## config.mk

```make
export PLATFORM = sky130hd
export DESIGN_NAME = smpc_top
export DESIGN_NICKNAME = d
export VERILOG_FILES = /design/src/hdl/smpc_pkg.sv /design/src/hdl/smpc_axil.sv /design/src/hdl/smpc_top.sv
export SDC_FILE = /design/constraint.sdc
export NUM_CORES = 1
export LEC_CHECK = 0
export ABC_CLOCK_PERIOD_IN_PS = 3540
export BUFFER_PORTS_ARGS = -buffer_cell sky130_fd_sc_hd__buf_4
export CAP_MARGIN = 30
export CORE_MARGIN = 2
export CORE_UTILIZATION = 30
export DETAILED_ROUTE_END_ITERATION = 7
export PLACE_DENSITY = 0.54
export RECOVER_POWER = 50
export SLEW_MARGIN = 10
export SYNTH_ARGS = -nofsm -noshare
export SYNTH_HDL_FRONTEND = slang
export SYNTH_HIERARCHICAL = 1
export SYNTH_SLANG_ARGS = --single-unit
```

## constraint.sdc

```tcl
create_clock -name aclk -period 3.54 [get_ports aclk]
set_input_delay 1.062 -clock aclk [delete_from_list [all_inputs] [get_ports aclk]]
set_output_delay 1.062 -clock aclk [all_outputs]
set_load 0.02 [all_outputs]
```

## src/hdl/smpc_pkg.sv

```systemverilog
// smpc_pkg: constants for the stop-mode power controller
// assumes an axi4-lite register slave with 32-bit data, byte addresses
package smpc_pkg;
  // register byte offsets
  localparam logic [7:0] CTRL_OFF   = 8'h00;
  localparam logic [7:0] PMC2_OFF   = 8'h04;
  localparam logic [7:0] STAT_OFF   = 8'h08;
  localparam logic [7:0] IRQ_ST_OFF = 8'h0C;
  localparam logic [7:0] IRQ_MK_OFF = 8'h10;
  localparam logic [7:0] ID_OFF     = 8'h14;
  // control fields
  localparam int CTRL_DBG_EN_BIT   = 0;
  localparam int CTRL_STOP2_BIT    = 1;
  localparam int CTRL_WAKEPIN_BIT  = 2;
  localparam int CTRL_PWAKE_EN_BIT = 3;
  // power_mode_control_2 fields
  localparam int PMC2_PARTIAL_POWERDOWN_FLAG_BIT     = 3;
  localparam int PMC2_ACK_BIT      = 2;
  // interrupt status fields
  localparam int IRQ_WAKE_BIT      = 0;
  localparam int IRQ_BKGD_BIT      = 1;
  localparam int IRQ_REFUSE_BIT    = 2;
  localparam int IRQ_W             = 3;
  // reset values
  localparam logic [3:0] CTRL_RST  = 4'h0;
  localparam logic [IRQ_W-1:0] MASK_RST = 3'h0;
  // arbitrary identity value, names no part
  localparam logic [31:0] BLOCK_ID = 32'h5350_0001;
  // debug command codes
  localparam logic [1:0] DCMD_STATUS_MEM = 2'h1;
  localparam logic [1:0] DCMD_BACKGROUND = 2'h2;
  localparam logic [1:0] DCMD_OTHER      = 2'h3;
  // debug answer codes
  localparam logic [1:0] DRSP_OK         = 2'h0;
  localparam logic [1:0] DRSP_STOP_ERR   = 2'h1;
  localparam logic [1:0] DRSP_NOT_AVAIL  = 2'h2;
  // power-on restart pulse length
  localparam time POR_PULSE_NS = 64ns;
  localparam int  CLK_NS       = 8;
  localparam int  POR_CYCLES   = (64 + CLK_NS - 1) / CLK_NS;
  typedef enum logic [2:0] {SM_RUN, SM_STOP3, SM_STOP2, SM_RESTART, SM_DEBUG} smpc_state_e;
  // axi responses
  localparam logic [1:0] AXI_OKAY   = 2'b00;
  localparam logic [1:0] AXI_SLVERR = 2'b10;
endpackage : smpc_pkg

```

## src/hdl/smpc_axil.sv

```systemverilog
// smpc_axil: axi4-lite slave front end, one write and one read at a time
// assumes the register file answers reads combinationally from rd_addr
`timescale 1ns/1ps
module smpc_axil
  import smpc_pkg::*;
(
  // clock and reset
  input  wire logic        aclk,
  input  wire logic        aresetn,
  // axi4-lite
  input  wire logic [7:0]  s_awaddr,
  input  wire logic        s_awvalid,
  output logic             s_awready,
  input  wire logic [31:0] s_wdata,
  input  wire logic [3:0]  s_wstrb,
  input  wire logic        s_wvalid,
  output logic             s_wready,
  output logic [1:0]       s_bresp,
  output logic             s_bvalid,
  input  wire logic        s_bready,
  input  wire logic [7:0]  s_araddr,
  input  wire logic        s_arvalid,
  output logic             s_arready,
  output logic [31:0]      s_rdata,
  output logic [1:0]       s_rresp,
  output logic             s_rvalid,
  input  wire logic        s_rready,
  // register file side
  output logic             wr_en,
  output logic [7:0]       wr_addr,
  output logic [31:0]      wr_data,
  output logic [3:0]       wr_strb,
  input  wire logic        wr_ok,
  output logic [7:0]       rd_addr,
  input  wire logic [31:0] rd_data,
  input  wire logic        rd_ok
);
  logic        aw_q, w_q;
  logic [7:0]  awaddr_q;
  logic [31:0] wdata_q;
  logic [3:0]  wstrb_q;

  assign s_awready = !aw_q && !s_bvalid;
  assign s_wready  = !w_q && !s_bvalid;
  assign wr_en     = aw_q && w_q && !s_bvalid;
  assign wr_addr   = awaddr_q;
  assign wr_data   = wdata_q;
  assign wr_strb   = wstrb_q;
  assign rd_addr   = s_araddr;
  assign s_arready = !s_rvalid;

  always_ff @(posedge aclk) begin
    if (!aresetn) begin
      aw_q     <= 1'b0;
      w_q      <= 1'b0;
      awaddr_q <= 8'h00;
      wdata_q  <= 32'h0000_0000;
      wstrb_q  <= 4'h0;
      s_bvalid <= 1'b0;
      s_bresp  <= AXI_OKAY;
    end else begin
      if (s_awvalid && s_awready) begin
        aw_q     <= 1'b1;
        awaddr_q <= s_awaddr;
      end
      if (s_wvalid && s_wready) begin
        w_q     <= 1'b1;
        wdata_q <= s_wdata;
        wstrb_q <= s_wstrb;
      end
      if (wr_en) begin
        s_bvalid <= 1'b1;
        s_bresp  <= wr_ok ? AXI_OKAY : AXI_SLVERR;
        aw_q     <= 1'b0;
        w_q      <= 1'b0;
      end else if (s_bvalid && s_bready) begin
        s_bvalid <= 1'b0;
      end
    end
  end

  always_ff @(posedge aclk) begin
    if (!aresetn) begin
      s_rvalid <= 1'b0;
      s_rdata  <= 32'h0000_0000;
      s_rresp  <= AXI_OKAY;
    end else if (s_arvalid && s_arready) begin
      s_rvalid <= 1'b1;
      s_rdata  <= rd_ok ? rd_data : 32'h0000_0000;
      s_rresp  <= rd_ok ? AXI_OKAY : AXI_SLVERR;
    end else if (s_rvalid && s_rready) begin
      s_rvalid <= 1'b0;
    end
  end
endmodule : smpc_axil

```

## src/hdl/smpc_top.sv

```systemverilog
// smpc_top: stop-mode power controller with debug keep-alive and stop2 recovery
// assumes stop requests, debug commands and wake pins are synchronous to aclk
//
// Notes on behaviour
// - with debug enabled at stop, the debug clock request stays high through stop.
// - with debug enabled at stop, the regulator stays in full regulation.
// - in stop3, a memory-with-status debug command is refused with a stop error code.
// - a background command in stop with debug enabled wakes into active debug mode.
// - in active debug mode every debug command is accepted and answered ok.
// - entering stop2 powers down the core domain but keeps the ram powered.
// - entering stop2 latches the pin controls so pins hold their drive.
// - external reset asserted in stop2 ends stop2.
// - the low-active wake pin ends stop2 only when configured as an input.
// - a wake pin configured as a high driven output never wakes stop2.
// - an enabled periodic wake event ends stop2.
// - wake from stop2 issues a full power-on style restart and vector fetch.
// - low-voltage reset is enabled at the low trip point in every state, not only after wake from stop2.
// - wake from stop2 sets the partial power-down flag.
// - the flag and the pin latch hold until a one is written to the ack bit.
`timescale 1ns/1ps
module smpc_top
  import smpc_pkg::*;
#(
  parameter int PIN_W = 8
) (
  // clock and reset
  input  wire logic             aclk,
  input  wire logic             aresetn,
  // axi4-lite slave
  input  wire logic [7:0]       s_awaddr,
  input  wire logic             s_awvalid,
  output logic                  s_awready,
  input  wire logic [31:0]      s_wdata,
  input  wire logic [3:0]       s_wstrb,
  input  wire logic             s_wvalid,
  output logic                  s_wready,
  output logic [1:0]            s_bresp,
  output logic                  s_bvalid,
  input  wire logic             s_bready,
  input  wire logic [7:0]       s_araddr,
  input  wire logic             s_arvalid,
  output logic                  s_arready,
  output logic [31:0]           s_rdata,
  output logic [1:0]            s_rresp,
  output logic                  s_rvalid,
  input  wire logic             s_rready,
  // processor side
  input  wire logic             stop_req,
  input  wire logic             ext_reset_n,
  output logic                  cpu_restart,
  output logic                  fetch_reset_vector,
  // debug link commands
  input  wire logic             dbg_cmd_valid,
  input  wire logic [1:0]       dbg_cmd,
  output logic                  dbg_rsp_valid,
  output logic [1:0]            dbg_rsp,
  output logic                  dbg_clk_keep,
  output logic                  active_debug_mode,
  // wake sources
  input  wire logic             external_wake_pin_i,
  input  wire logic             wake_pin_is_output,
  input  wire logic             wake_pin_out_val,
  input  wire logic             periodic_wake_evt,
  // power and low-voltage control
  output logic                  reg_full_on,
  output logic                  core_pwr_on,
  output logic                  ram_pwr_on,
  output logic                  low_voltage_detect_en,
  output logic                  lvd_trip_low,
  // pins
  input  wire logic [PIN_W-1:0] pin_ctl_i,
  output logic [PIN_W-1:0]      pin_ctl_o,
  // interrupt
  output logic                  irq
);
  // ----------------------------------------------------------------
  // state
  // ----------------------------------------------------------------
  smpc_state_e           state_q;
  logic [3:0]            ctrl_q;
  logic                  dbg_at_stop_q;
  logic                  partial_powerdown_flag_q;
  logic                  pin_hold_q;
  logic [PIN_W-1:0]      pin_latch_q;
  logic [3:0]            por_cnt_q;
  logic [IRQ_W-1:0]      irq_st_q;
  logic [IRQ_W-1:0]      irq_mk_q;
  logic [IRQ_W-1:0]      irq_set;
  logic                  wr_en, wr_ok, rd_ok;
  logic [7:0]            wr_addr, rd_addr;
  logic [31:0]           wr_data, rd_data;
  logic [3:0]            wr_strb;
  logic                  stop2_wake;
  logic                  pin_wake;
  logic                  ack_wr;

  function automatic logic is_reg(input logic [7:0] a);
    is_reg = (a == CTRL_OFF) || (a == PMC2_OFF) || (a == STAT_OFF) ||
             (a == IRQ_ST_OFF) || (a == IRQ_MK_OFF) || (a == ID_OFF);
  endfunction : is_reg

  smpc_axil u_axil (
    .aclk      (aclk),
    .aresetn   (aresetn),
    .s_awaddr  (s_awaddr),
    .s_awvalid (s_awvalid),
    .s_awready (s_awready),
    .s_wdata   (s_wdata),
    .s_wstrb   (s_wstrb),
    .s_wvalid  (s_wvalid),
    .s_wready  (s_wready),
    .s_bresp   (s_bresp),
    .s_bvalid  (s_bvalid),
    .s_bready  (s_bready),
    .s_araddr  (s_araddr),
    .s_arvalid (s_arvalid),
    .s_arready (s_arready),
    .s_rdata   (s_rdata),
    .s_rresp   (s_rresp),
    .s_rvalid  (s_rvalid),
    .s_rready  (s_rready),
    .wr_en     (wr_en),
    .wr_addr   (wr_addr),
    .wr_data   (wr_data),
    .wr_strb   (wr_strb),
    .wr_ok     (wr_ok),
    .rd_addr   (rd_addr),
    .rd_data   (rd_data),
    .rd_ok     (rd_ok)
  );

  assign wr_ok  = is_reg(wr_addr);
  assign rd_ok  = is_reg(rd_addr);
  assign ack_wr = wr_en && (wr_addr == PMC2_OFF) && wr_strb[0] && wr_data[PMC2_ACK_BIT];

  // ----------------------------------------------------------------
  // wake sources
  // ----------------------------------------------------------------
  // a pin driven as output never wakes, whatever level it drives
  assign pin_wake   = ctrl_q[CTRL_WAKEPIN_BIT] && !wake_pin_is_output
                      && !external_wake_pin_i;
  assign stop2_wake = !ext_reset_n || pin_wake
                      || (ctrl_q[CTRL_PWAKE_EN_BIT] && periodic_wake_evt);

  // ----------------------------------------------------------------
  // mode sequencer
  // ----------------------------------------------------------------
  always_ff @(posedge aclk) begin
    if (!aresetn) begin
      state_q       <= SM_RUN;
      dbg_at_stop_q <= 1'b0;
      por_cnt_q     <= 4'h0;
    end else begin
      unique case (state_q)
        SM_RUN: begin
          if (stop_req) begin
            dbg_at_stop_q <= ctrl_q[CTRL_DBG_EN_BIT];
            // debug keep-alive forces stop3, the link needs the clocks
            state_q <= (ctrl_q[CTRL_STOP2_BIT] && !ctrl_q[CTRL_DBG_EN_BIT])
                       ? SM_STOP2 : SM_STOP3;
          end
        end
        SM_STOP3: begin
          if (dbg_cmd_valid && dbg_cmd == DCMD_BACKGROUND && dbg_at_stop_q) begin
            state_q <= SM_DEBUG;
          end else if (!ext_reset_n || periodic_wake_evt) begin
            state_q <= SM_RUN;
          end
        end
        SM_STOP2: begin
          if (stop2_wake) begin
            state_q   <= SM_RESTART;
            por_cnt_q <= 4'(POR_CYCLES);
          end
        end
        SM_RESTART: begin
          if (por_cnt_q != 4'h0) begin
            por_cnt_q <= por_cnt_q - 4'h1;
          end else begin
            state_q <= SM_RUN;
          end
        end
        SM_DEBUG: begin
          if (!ext_reset_n) begin
            state_q <= SM_RUN;
          end
        end
      endcase
    end
  end

  assign dbg_clk_keep       = (state_q == SM_STOP3) ? dbg_at_stop_q
                                                    : (state_q != SM_STOP2);
  assign reg_full_on        = (state_q == SM_STOP3) ? dbg_at_stop_q
                                                    : (state_q != SM_STOP2);
  assign core_pwr_on        = (state_q != SM_STOP2);
  assign ram_pwr_on         = 1'b1;
  assign active_debug_mode  = (state_q == SM_DEBUG);
  assign cpu_restart        = (state_q == SM_RESTART);
  assign fetch_reset_vector = (state_q == SM_RESTART) && (por_cnt_q == 4'h0);

  // ----------------------------------------------------------------
  // debug command answers
  // ----------------------------------------------------------------
  always_ff @(posedge aclk) begin
    if (!aresetn) begin
      dbg_rsp_valid <= 1'b0;
      dbg_rsp       <= DRSP_OK;
    end else begin
      dbg_rsp_valid <= dbg_cmd_valid && state_q != SM_STOP2;
      if (state_q == SM_DEBUG) begin
        dbg_rsp <= DRSP_OK;
      end else if (state_q == SM_STOP3 && dbg_cmd == DCMD_STATUS_MEM) begin
        dbg_rsp <= DRSP_STOP_ERR;
      end else if (state_q == SM_STOP3 && dbg_cmd != DCMD_BACKGROUND) begin
        dbg_rsp <= DRSP_NOT_AVAIL;
      end else begin
        dbg_rsp <= DRSP_OK;
      end
    end
  end

  // ----------------------------------------------------------------
  // recovery flag and pin latch
  // ----------------------------------------------------------------
  // these survive the restart: only the ack releases them
  always_ff @(posedge aclk) begin
    if (!aresetn) begin
      partial_powerdown_flag_q     <= 1'b0;
      pin_hold_q <= 1'b0;
    end else if (state_q == SM_STOP2 && stop2_wake) begin
      partial_powerdown_flag_q     <= 1'b1;
      pin_hold_q <= 1'b1;
    end else if (state_q == SM_RUN && stop_req && ctrl_q[CTRL_STOP2_BIT]
                 && !ctrl_q[CTRL_DBG_EN_BIT]) begin
      pin_hold_q <= 1'b1;
    end else if (ack_wr) begin
      partial_powerdown_flag_q     <= 1'b0;
      pin_hold_q <= 1'b0;
    end
  end

  always_ff @(posedge aclk) begin
    if (!aresetn) begin
      pin_latch_q <= '0;
    end else if (!pin_hold_q) begin
      pin_latch_q <= pin_ctl_i;
    end
  end

  assign pin_ctl_o = pin_hold_q ? pin_latch_q : pin_ctl_i;
  assign low_voltage_detect_en = 1'b1;
  assign lvd_trip_low = 1'b1;

  // ----------------------------------------------------------------
  // control registers
  // ----------------------------------------------------------------
  always_ff @(posedge aclk) begin
    if (!aresetn || state_q == SM_RESTART) begin
      ctrl_q   <= CTRL_RST;
      irq_mk_q <= MASK_RST;
    end else if (wr_en && wr_strb[0]) begin
      if (wr_addr == CTRL_OFF) begin
        ctrl_q <= wr_data[3:0];
      end
      if (wr_addr == IRQ_MK_OFF) begin
        irq_mk_q <= wr_data[IRQ_W-1:0];
      end
    end
  end

  // ----------------------------------------------------------------
  // interrupts
  // ----------------------------------------------------------------
  assign irq_set[IRQ_WAKE_BIT]   = state_q == SM_RESTART && por_cnt_q == 4'h0;
  assign irq_set[IRQ_BKGD_BIT]   = state_q == SM_STOP3 && dbg_cmd_valid
                                   && dbg_cmd == DCMD_BACKGROUND && dbg_at_stop_q;
  assign irq_set[IRQ_REFUSE_BIT] = state_q == SM_STOP3 && dbg_cmd_valid
                                   && dbg_cmd == DCMD_STATUS_MEM;

  genvar gi;
  generate
    for (gi = 0; gi < IRQ_W; gi++) begin : g_irq
      always_ff @(posedge aclk) begin
        if (!aresetn) begin
          irq_st_q[gi] <= 1'b0;
        end else if (irq_set[gi]) begin
          irq_st_q[gi] <= 1'b1;
        end else if (wr_en && wr_strb[0] && wr_addr == IRQ_ST_OFF && wr_data[gi]) begin
          irq_st_q[gi] <= 1'b0;
        end
      end
    end
  endgenerate

  assign irq = |(irq_st_q & irq_mk_q);

  // ----------------------------------------------------------------
  // read mux
  // ----------------------------------------------------------------
  always_comb begin
    rd_data = 32'h0000_0000;
    unique case (rd_addr)
      CTRL_OFF:   rd_data[3:0] = ctrl_q;
      PMC2_OFF:   rd_data[PMC2_PARTIAL_POWERDOWN_FLAG_BIT] = partial_powerdown_flag_q;
      STAT_OFF:   rd_data = {26'h0, pin_hold_q, active_debug_mode, dbg_at_stop_q,
                             3'(state_q)};
      IRQ_ST_OFF: rd_data[IRQ_W-1:0] = irq_st_q;
      IRQ_MK_OFF: rd_data[IRQ_W-1:0] = irq_mk_q;
      ID_OFF:     rd_data = BLOCK_ID;
      default:    rd_data = 32'h0000_0000;
    endcase
  end

  // ----------------------------------------------------------------
  // checks
  // ----------------------------------------------------------------
  dbg_keep_clk_a: assert property (@(posedge aclk) disable iff (!aresetn)
    state_q == SM_STOP3 && dbg_at_stop_q |-> dbg_clk_keep && reg_full_on)
    else $error("debug clocks or regulator dropped in stop");
  reg_full_on_a: assert property (@(posedge aclk) disable iff (!aresetn)
    state_q == SM_RUN && stop_req && ctrl_q[CTRL_DBG_EN_BIT] |=> reg_full_on)
    else $error("regulator left full regulation");
  stop_refuse_a: assert property (@(posedge aclk) disable iff (!aresetn)
    state_q == SM_STOP3 && dbg_cmd_valid && dbg_cmd == DCMD_STATUS_MEM
    |=> dbg_rsp_valid && dbg_rsp == DRSP_STOP_ERR)
    else $error("stop memory access not refused");
  bkgd_wake_a: assert property (@(posedge aclk) disable iff (!aresetn)
    state_q == SM_STOP3 && dbg_at_stop_q && dbg_cmd_valid && dbg_cmd == DCMD_BACKGROUND
    |=> active_debug_mode)
    else $error("background command did not wake");
  dbg_full_a: assert property (@(posedge aclk) disable iff (!aresetn)
    active_debug_mode && dbg_cmd_valid |=> dbg_rsp_valid && dbg_rsp == DRSP_OK)
    else $error("debug command refused in debug mode");
  stop2_pwr_a: assert property (@(posedge aclk) disable iff (!aresetn)
    state_q == SM_STOP2 |-> !core_pwr_on && ram_pwr_on && pin_hold_q)
    else $error("stop2 power or pin hold wrong");
  pin_hold_a: assert property (@(posedge aclk) disable iff (!aresetn)
    pin_hold_q && $past(pin_hold_q) |-> $stable(pin_ctl_o))
    else $error("held pin changed");
  wake_src_a: assert property (@(posedge aclk) disable iff (!aresetn)
    state_q == SM_STOP2 && !ext_reset_n |=> cpu_restart)
    else $error("reset did not end stop2");
  out_pin_a: assert property (@(posedge aclk) disable iff (!aresetn)
    state_q == SM_STOP2 && ext_reset_n && wake_pin_is_output && !periodic_wake_evt
    |=> state_q == SM_STOP2)
    else $error("output wake pin woke stop2");
  restart_seq_a: assert property (@(posedge aclk) disable iff (!aresetn)
    state_q == SM_STOP2 && stop2_wake
    |=> cpu_restart [*8] ##1 (cpu_restart && fetch_reset_vector) ##1 !cpu_restart)
    else $error("restart pulse length wrong");
  partial_powerdown_flag_set_a: assert property (@(posedge aclk) disable iff (!aresetn)
    state_q == SM_STOP2 && stop2_wake |=> partial_powerdown_flag_q ##1 (ctrl_q == CTRL_RST) ##8 partial_powerdown_flag_q)
    else $error("recovery flag not set");
  ack_zero_a: assert property (@(posedge aclk) disable iff (!aresetn)
    partial_powerdown_flag_q && !ack_wr && !(state_q == SM_STOP2) |=> partial_powerdown_flag_q)
    else $error("recovery flag dropped without ack");
endmodule : smpc_top

```

==> run metrics, run 1 <==
CP Data Arrival Time=1810 ps; Final #Nets=620; Switching Fraction=roughly a quarter; Hold Path End=u_axil/wr_strb[0]$_SDFFE_PN0P_; DRT Pass-1 Iters=4; post_cts resized=0; Hold Crit Depth=2; most common cell after layout, fill and taps aside=dfxtp_1; RR Startpoint=u_axil/wr_addr[0]$_SDFFE_PN0P_; DR WL/cell=13.1 um; worst r2r path cells=4; DRT Wirelength=about 9400 um; remaining global-route overflow=0; Buffers on Ports=100; power per cell area=between 400 and 500 nW/um^2; critical path buffer and inverter count=2; minimum clock period after layout=2880 ps; Die Ht=about 120 um; GRT Util Overall=about 14%; Post-Syn Area=slightly below 4000 um^2; I/O pins=138; clock tree sinks=between 80 and 90; latest clock arrival within the worst-skew pair=roughly 340 ps; P_sw=just over 0.0005 W; slowest CP cell=dfxtp_1; number of max-cap violations=1; first-pass GRT wire length=approximately 15000 um; H-tree level count=3; DRC violations left=0; biggest cell delay along the critical path=500 ps; Row Count=between 40 and 50; number of routed nets with antenna violations=0; Least-Margin Pin Slew=approximately 1600 ps; worst min path class=flip-flop to flip-flop; clk slew on worst S/H paths=60 ps; Seq pwr share=a little under half; vias per inst=approximately 4.6; met2 WL=around 4200 um; Hold WS=roughly 460 ps; largest net degree at the start of global routing=43; Hold-fix buffers, CTS=0; # setup viols final=0; crit-path max FO=9; vias in the first global route=3169; flop-to-flop setup slack=~1300 ps; # diodes=0; placed cells=703; DP HPWL=6760 um; post-layout util=38.6%; clock root buffer=clkbuf_16; fraction of layout cells with a size suffix above 1=between 20% and 30%; Initial Util=a little under a third; Top Layer Used=met4; initial antenna violation count=0; type of the worst setup path=flip-flop to primary output; max-slew violations=43; IR drop worst, VDD=around 0.25 mV; reg-to-reg endpoint=irq_mk_q[1]$_SDFFE_PP0P_; Avg Inst Size Synth=about 8.3 um^2; TritonCTS clock tree=built; Yosys Warn Count=6; Worst setup EP type=primary output; slew margin rel.=-8.30%; Layout Area Growth over Synthesis=26.3%; core area=around 13000 um^2; Critical Path Source Type=flip-flop; commonest non-fill, non-tap cells in the layout=dfxtp_1 (82), buf_4 (79), nand2_1 (73), nand3_1 (53), a21boi_0 (34); DIE AREA=roughly 14000 um^2; post-synthesis cell count=between 400 and 500; DP Worst Slack=789 ps; met1 WL=roughly 4500 um; unrepaired setup endpoints after global routing=false; internal power=between 0.0015 and 0.002 W; Comb pwr share=under 10%; Clock Skew=approximately 7.3 ps; Final Worst Setup Slack=665 ps; Peak Freq=approximately 350 MHz; routed via count=between 3000 and 4000; Total Neg Setup Slack=0 ps; setup repair bufs after CTS=0; cell family with the largest share of critical-path delay=flip-flops; die width=roughly 120 um; Met3 Wirelength=658 um; failing checks=capacitance limit, slew limit; CTS Buffer Depth=2; CP cell instances=inv_1, nor3_1, a21boi_0, buf_4; cts bufs inserted=9; Routability Congestion=about 0.82; power share of the clock group=about 45%; non-filler cells, final=719; Final Hold Fails=0; Worst Path Required=~2500 ps; period utilisation layout=~80%; Hold Crit Start=u_axil/wr_strb[0]$_SDFFE_PN0P_; status=complete, but fails checks; Leakage=1.90 nW; initial DRC count=about 120
==> worst min-delay path, cell delays in order (launching register included) <==
cell     delay (ps)
dfxtp_1         310
nand2_1          50
o21ai_0          60
==> flip-flops by register name, summed over array words and instances (netlist names), 2 cells and up <==
name            cells
irq_st_q            3
u_axil/wr_data      4
u_axil/wr_addr      8
pin_latch_q         8
u_axil/s_rdata     32
state_q             3
ctrl_q              4
por_cnt_q           4
dbg_rsp             2
irq_mk_q            3
==> final cells by class <==
cell class | count | area (um^2)
multi-input cells | 332 | 1940
inverters | 12 | 45.0
clock inverters | 5 | 52.6
fillers | 1357 | 7710
flip-flops and latches | 82 | 1640
clock buffers | 11 | 253
repair buffers | 105 | 709
well taps | 172 | 215
==> power groups by stage <==
stage                     Sequential [W]  Clock [W]  Combinational [W]
after CTS                       0.000967   0.000989           0.000208
after detailed placement        0.000988          0           0.000207
after floorplan                 0.000986          0           0.000143
after global placement          0.000987          0           0.000205
final                           0.000967   0.000952           0.000201
after global routing            0.000970    0.00102           0.000222
==> stage by stage <==
stage | area [um^2] | total power (W)
2_1_floorplan | 3930 | 0.00113
3_3_place_gp | 4630 | 0.00119
3_5_place_dp | 4630 | 0.00120
4_1_cts | 4940 | 0.00216
5_1_grt | 4860 | 0.00222
6_report | 4860 | 0.00212
==> worst max-delay path by stage <==
stage | start | endpoint | slack (ps) | cells past startpoint
after floorplan | state_q[0]$_SDFFE_PN0P_ | reg_full_on | 860 | 4
after global placement | aresetn | ctrl_q[1]$_SDFFE_PP0P_ | 790 | 5
after detailed placement | wake_pin_is_output | por_cnt_q[2]$_SDFFE_PN0P_ | 790 | 5
after CTS | state_q[0]$_SDFFE_PN0P_ | dbg_clk_keep | 660 | 4
after global routing | state_q[0]$_SDFFE_PN0P_ | reg_full_on | 530 | 4
final | state_q[0]$_SDFFE_PN0P_ | dbg_clk_keep | 660 | 4
==> per-layer routing <==
layer	global-route usage, %	vias up
met4	4.00	0
met5	0	-
met2	22.2	89
met1	18.0	1496
li1	-	1708
met3	5.72	10
Power figures use the tool's default switching activity.
==> run 2, diff against run 1 <==
--- a/config.mk
+++ b/config.mk
@@ -5,7 +5,7 @@
 export SDC_FILE = /design/constraint.sdc
 export NUM_CORES = 1
 export LEC_CHECK = 0
-export ABC_CLOCK_PERIOD_IN_PS = 3540
+export ABC_CLOCK_PERIOD_IN_PS = 2760
 export BUFFER_PORTS_ARGS = -buffer_cell sky130_fd_sc_hd__buf_4
 export CAP_MARGIN = 30
 export CORE_MARGIN = 2
==> constraint.sdc (replaced) <==
create_clock -name aclk -period 2.76 [get_ports aclk]
set_input_delay 0.828 -clock aclk [delete_from_list [all_inputs] [get_ports aclk]]
set_output_delay 0.828 -clock aclk [all_outputs]
set_load 0.02 [all_outputs]
==> run 2 against run 1 <==
Effect of this change:
- the flow now finishes without violations
- die area is the same
- combinational power is 33% higher
- clock skew is essentially flat
- sequential share of layout area decreased by 0.15 points
- global-route usage is 0.23 points lower
- core utilization grew 0.17 points
- final cell count up 0.42%
- cell area up 0.44%
- critical path depth decreased by 1
- worst setup slack got worse by 470 ps
- critical endpoint unchanged
==> run metrics, run 2 (synthesized netlist as in run 1, its figures left out) <==
status=finished clean (was complete, but fails checks); power per cell area=557 nW/um^2 (was 436 nW/um^2); clock root buffer=clkbuf_16 (unchanged); initial antenna violation count=0 (unchanged); fraction of layout cells with a size suffix above 1=22.2% (was 21.9%); setup repair bufs after CTS=0 (unchanged); Worst setup EP type=primary output (unchanged); worst r2r path cells=4 (unchanged); Initial Util=30.6% (unchanged); power share of the clock group=44.5% (was 44.9%); Row Count=41 (unchanged); Most flops, register=u_axil/s_rdata (unchanged); max-slew violations=0 (was 43); Final #Nets=623 (was 620); Leakage=1.91 nW (was 1.90 nW); Critical Path Source Type=flip-flop (unchanged); # diodes=0 (unchanged); Total Neg Setup Slack=0 ps (unchanged); DRT Wirelength=9440 um (was 9420 um); Layout Area Growth over Synthesis=26.8% (was 26.3%); DIE AREA=13700 um^2 (unchanged); I/O pins=138 (unchanged); cts bufs inserted=9 (unchanged); Buffers on Ports=100 (unchanged); Final Worst Setup Slack=198 ps (was 665 ps); Hold Crit Depth=2 (unchanged); fill count=1334 (was 1357); Peak Freq=~400 MHz; GRT Util Overall=13.9% (was 14.2%); max FFs per register=32 (unchanged); clock tree sinks=82 (unchanged); slew margin rel.=6.51% (was -8.30%); core area=12600 um^2 (unchanged); Switching Fraction=23.3% (was 23.9%); crit-path max FO=14 (was 9); vias in the first global route=3114 (was 3169); routed via count=3349 (was 3303); Seq pwr share=45.7% (was 45.6%); first-pass GRT wire length=15000 um (was 15200 um); commonest non-fill, non-tap cells in the layout=buf_4 (86), dfxtp_1 (82), nand2_1 (73), nand3_1 (53), a21boi_0 (34) (was dfxtp_1 (82), buf_4 (79), nand2_1 (73), nand3_1 (53), a21boi_0 (34)); # setup viols final=0 (unchanged); Hold-fix buffers, CTS=0 (unchanged); remaining global-route overflow=0 (unchanged); period utilisation layout=between 90% and 100%; die width=117 um (unchanged); non-filler cells, final=722 (was 719); Comb pwr share=9.8% (was 9.5%); Worst Path Required=1930 ps (was 2480 ps); met2 WL=4040 um (was 4210 um); TritonCTS clock tree=built (unchanged); CTS Buffer Depth=2 (unchanged); internal power=0.00208 W (was 0.00161 W); initial DRC count=144 (was 118); largest net degree at the start of global routing=79 (was 43); worst min path class=flip-flop to flip-flop (unchanged); latest clock arrival within the worst-skew pair=340 ps (about the same); Routability Congestion=0.830 (was 0.818); Final Hold Fails=0 (unchanged); DP HPWL=6610 um (was 6760 um); DRC violations left=0 (unchanged); P_sw=0.000631 W (was 0.000506 W); number of max-cap violations=0 (was 1); DP Worst Slack=228 ps (was 789 ps); clk slew on worst S/H paths=60 ps (about the same); Least-Margin Pin Slew=1400 ps (was 1620 ps); H-tree level count=3 (unchanged); post_cts resized=0 (unchanged); IR drop worst, VDD=0.297 mV (was 0.247 mV); Clock Skew=7.43 ps (was 7.33 ps); number of routed nets with antenna violations=0 (unchanged); vias per inst=4.64 (was 4.59); unrepaired setup endpoints after global routing=false (unchanged); DRT Pass-1 Iters=4 (unchanged); placed cells=706 (was 703); DR WL/cell=13.1 um (about the same); Met3 Wirelength=589 um (was 658 um); met1 WL=4620 um (was 4450 um); most common cell after layout, fill and taps aside=buf_4 (was dfxtp_1); Die Ht=117 um (unchanged); minimum clock period after layout=2560 ps; Top Layer Used=met4 (unchanged); type of the worst setup path=flip-flop to primary output (unchanged); CP Data Arrival Time=1730 ps (was 1810 ps)
==> run 2: cell type report <==
type                    instances  area, um^2  share of cell area [%]
flip-flops and latches         82        1640                    33.6
clock inverters                 2        35.0                   0.718
clock buffers                  14         264                    5.41
repair buffers                108         733                    15.0
inverters                      12        45.0                   0.923
well taps                     172         215                    4.41
multi-input cells             332        1940                    39.9
==> run 2: power by group through the flow <==
stage / clock network [W] / logic [W] / registers (W)
final: 0.00121 / 0.000267 / 0.00124
after global routing: 0.00130 / 0.000297 / 0.00124
after CTS: 0.00125 / 0.000271 / 0.00124
after floorplan: 0 / 0.000183 / 0.00126
after detailed placement: 0 / 0.000270 / 0.00127
after global placement: 0 / 0.000267 / 0.00127
==> run 2: metal layers <==
layer  vias to the layer above  track usage (%)
met5                         -                0
met1                      1527             19.0
met2                        92             20.5
li1                       1717                -
met4                         0             6.35
met3                        13             3.66
==> run 2: worst paths after layout <==
| kind | from | to | slack (ps) |
|---|---|---|---|
| min reg2reg | u_axil/wr_strb[0]$_SDFFE_PN0P_ | u_axil/wr_strb[0]$_SDFFE_PN0P_ | 460 |
| max | state_q[2]$_SDFFE_PN0P_ | dbg_clk_keep | 200 |
| max reg2reg | u_axil/wr_addr[0]$_SDFFE_PN0P_ | irq_mk_q[1]$_SDFFE_PP0P_ | 530 |
| min | u_axil/wr_strb[0]$_SDFFE_PN0P_ | u_axil/wr_strb[0]$_SDFFE_PN0P_ | 460 |
==> run 2: critical path: stages (launching register included) <==
cell	delay [ps]
dfxtp_1	430
or3b_2	610
a21boi_0	180
buf_4	180
==> run 2: stage by stage <==
step / hold slack [ps] / cell area [um^2] / utilization (%) / power (W)
6_report: 458 / 4880 / 38.8 / 0.00272
5_1_grt: 484 / 4880 / 38.8 / 0.00284
4_1_cts: 451 / 4960 / 39.4 / 0.00276
3_5_place_dp: 443 / 4660 / 37.1 / 0.00154
3_3_place_gp: 438 / 4660 / 37.1 / 0.00153
2_1_floorplan: 428 / 3930 / - / 0.00145
==> run 3, diff against run 2 <==
--- a/config.mk
+++ b/config.mk
@@ -5,16 +5,19 @@
 export SDC_FILE = /design/constraint.sdc
 export NUM_CORES = 1
 export LEC_CHECK = 0
+export ABC_AREA = 1
 export ABC_CLOCK_PERIOD_IN_PS = 2760
 export BUFFER_PORTS_ARGS = -buffer_cell sky130_fd_sc_hd__buf_4
 export CAP_MARGIN = 30
 export CORE_MARGIN = 2
 export CORE_UTILIZATION = 30
 export DETAILED_ROUTE_END_ITERATION = 7
-export PLACE_DENSITY = 0.54
+export PLACE_DENSITY = 0.53
 export RECOVER_POWER = 50
+export SETUP_SLACK_MARGIN = 0.2
 export SLEW_MARGIN = 10
 export SYNTH_ARGS = -nofsm -noshare
 export SYNTH_HDL_FRONTEND = slang
 export SYNTH_HIERARCHICAL = 1
 export SYNTH_SLANG_ARGS = --single-unit
+export TNS_END_PERCENT = 5
==> run 3 against run 2 <==
Effect of this change:
- worst setup slack improved by 120 ps
- non-clock buffer count decreased by 1
- critical path depth rose by 1
- count of clock-buffer cells in the layout unchanged
- routed wire length is 9.8% higher
- via count increased by 19%
- synthesized cell count is 42% higher
- total power grew 29%
- critical endpoint is now pin_ctl_o[2]
==> run metrics, run 3 <==
status=finished clean (unchanged); # setup viols final=0 (unchanged); CP Data Arrival Time=1610 ps (was 1730 ps); number of routed nets with antenna violations=0 (unchanged); GRT Util Overall=14.1% (was 13.9%); clock root buffer=clkbuf_16 (unchanged); clock tree sinks=82 (unchanged); CP cell instances=clkinvlp_4, nand2_1, nand2_1, buf_4 (was or3b_2, a21boi_0, buf_4); Least-Margin Pin Slew=806 ps (was 1400 ps); minimum clock period after layout=2440 ps (was 2560 ps); DRT Pass-1 Iters=5 (was 4); commonest non-fill, non-tap cells in the layout=nand2_1 (220), nor2_1 (94), inv_1 (88), dfxtp_1 (82), buf_4 (76) (was buf_4 (86), dfxtp_1 (82), nand2_1 (73), nand3_1 (53), a21boi_0 (34)); crit-path max FO=10 (was 14); vias in the first global route=3654 (was 3114); DRC violations left=0 (unchanged); flop-to-flop setup slack=1110 ps (was 530 ps); latest clock arrival within the worst-skew pair=330 ps (was 340 ps); critical path buffer and inverter count=2 (was 1); Worst Path Required=1930 ps (about the same); die width=121 um (was 117 um); slew margin rel.=46.3% (was 6.51%); # diodes=0 (unchanged); DIE AREA=14700 um^2 (was 13700 um^2); reg-to-reg endpoint=ctrl_q[3]$_SDFFE_PP0P_ (was irq_mk_q[1]$_SDFFE_PP0P_); DP HPWL=7570 um (was 6610 um); slowest CP cell=dfxtp_1 (was or3b_2); max-slew violations=0 (unchanged); Buffers on Ports=100 (unchanged); Routability Congestion=0.802 (was 0.830); Most flops, register=u_axil/s_rdata (unchanged); Row Count=42 (was 41); Clock Skew=4.59 ps (was 7.43 ps); largest net degree at the start of global routing=36 (was 79); power per cell area=680 nW/um^2 (was 557 nW/um^2); Critical Path Source Type=flip-flop (unchanged); type of the worst setup path=flip-flop to primary output (unchanged); period utilisation layout=88.3% (was 92.8%); clk slew on worst S/H paths=60 ps (about the same); CP dominant cell by count=nand2_1; Total Neg Setup Slack=0 ps (unchanged); Tot Pwr=0.00350 W (was 0.00272 W); Hold-fix buffers, CTS=0 (unchanged); Yosys Warn Count=6 (unchanged); initial DRC count=205 (was 144); biggest cell delay along the critical path=600 ps (was 610 ps); Hold Path End=pin_latch_q[5]$_SDFF_PN0_ (was u_axil/wr_strb[0]$_SDFFE_PN0P_); I/O pins=138 (unchanged); initial antenna violation count=0 (unchanged); vias per inst=4.27 (was 4.64); cts bufs inserted=9 (unchanged); IR drop worst, VDD=0.331 mV (was 0.297 mV); DRT Wirelength=10400 um (was 9440 um); Worst setup EP type=primary output (unchanged); CP startpoint=pin_hold_q$_SDFFE_PN0P_ (was state_q[2]$_SDFFE_PN0P_); Hold Crit Depth=2 (unchanged); fill count=1452 (was 1334); Final Hold Fails=0 (unchanged); most common cell after layout, fill and taps aside=nand2_1 (was buf_4); Initial Util=30.9% (was 30.6%); Avg Inst Size Synth=6.30 um^2 (was 8.34 um^2); CTS Buffer Depth=2 (unchanged); remaining global-route overflow=0 (unchanged); number of max-cap violations=0 (unchanged); unrepaired setup endpoints after global routing=false (unchanged); core area=13300 um^2 (was 12600 um^2); Peak Freq=410 MHz (was 390 MHz); Final #Nets=827 (was 623); RR Startpoint=u_axil/w_q$_SDFFE_PP0P_ (was u_axil/wr_addr[0]$_SDFFE_PN0P_); H-tree level count=3 (unchanged); Post-Syn Area=4130 um^2 (was 3850 um^2); post-synthesis cell count=655 (was 461); DR WL/cell=11.1 um (was 13.1 um); routed via count=3970 (was 3349); worst r2r path cells=8 (was 4); worst min path class=flip-flop to flip-flop (unchanged); Leakage=2.57 nW (was 1.91 nW); Hold Crit Start=pin_latch_q[5]$_SDFF_PN0_ (was u_axil/wr_strb[0]$_SDFFE_PN0P_); max FFs per register=32 (unchanged); fraction of layout cells with a size suffix above 1=13.7% (was 22.2%); Die Ht=121 um (was 117 um); cell family with the largest share of critical-path delay=flip-flops (was simple AND/OR/NAND/NOR gates); Layout Area Growth over Synthesis=24.9% (was 26.8%); TritonCTS clock tree=built (unchanged); first-pass GRT wire length=16700 um (was 15000 um)
[run 3: cell types whose count changed in the layout (fill, tap and decap cells not counted), moves of 18 or more]
cell and change:
nand2_1 +147, nor2_1 +81, inv_1 +77, a21boi_0 -33
a21oi_1 +28, nand3_1 -18
[run 3: stage by stage]
step	instances	util, %	area, um^2	hold slack [ps]	worst slack, ps
after floorplan	677	-	4210	450	486
after global placement	913	37.3	4980	462	304
after detailed placement	914	37.4	4990	470	201
after CTS	930	39.5	5280	479	274
after global routing	930	38.6	5150	493	203
final	930	38.6	5150	472	322
[run 3: report_power, final]
group          leakage (nW)  internal, W  switching (W)  total (W)
clock                 0.143     0.000681       0.000453    0.00113
combinational          1.75     0.000348       0.000603   0.000952
sequential            0.675      0.00131       0.000105    0.00142
total                  2.57      0.00234        0.00116    0.00350
[run 3: what timing repair did]
| item | 4_1_cts | 5_1_grt |
|---|---|---|
| setup endpoints to repair | 0 | 8 |
| hold endpoints to repair | 0 | 0 |
| buffers inserted | 0 | 0 |
| resized for setup | 0 | 1 |
[run 3: how the worst max path moves through the flow]
stage | end | depth (start not counted) | slack, ps
after CTS | pin_ctl_o[2] | 4 | 270
after global placement | u_axil/s_rdata[3]$_SDFFE_PN0P_ | 13 | 300
after detailed placement | u_axil/s_rdata[3]$_SDFFE_PN0P_ | 13 | 200
after floorplan | u_axil/s_rdata[22]$_SDFFE_PN0P_ | 14 | 490
after global routing | pin_ctl_o[4] | 4 | 200
final | pin_ctl_o[2] | 4 | 320
[run 3: cell type report]
class | count | area [um^2] | area share (%)
Clock buffer | 14 | 274 | 5.32
Clock inverter | 2 | 10.0 | 0.194
Inverter | 90 | 342 | 6.63
Multi-Input combinational cell | 459 | 1960 | 38.1
Sequential cell | 82 | 1640 | 31.9
Tap cell | 176 | 220 | 4.27
Timing Repair Buffer | 107 | 703 | 13.6
[run 3: per-layer routing]
layer	up-vias	track usage (%)	part of all wire [%]
li1	2129	-	-
met2	78	23.7	47
met5	-	0	0
met3	9	1.93	4.4
met4	0	5.24	1.1
met1	1754	18.4	48
[run 3: worst reg2reg max path, stage by stage, from the launching register on]
cell	delay [ps]
dfxtp_1	410
nand2_1	90
nor2_1	240
nand3_1	140
nor3_1	210
nand2_1	190
inv_1	140
o21ai_0	80
nor2_1	90
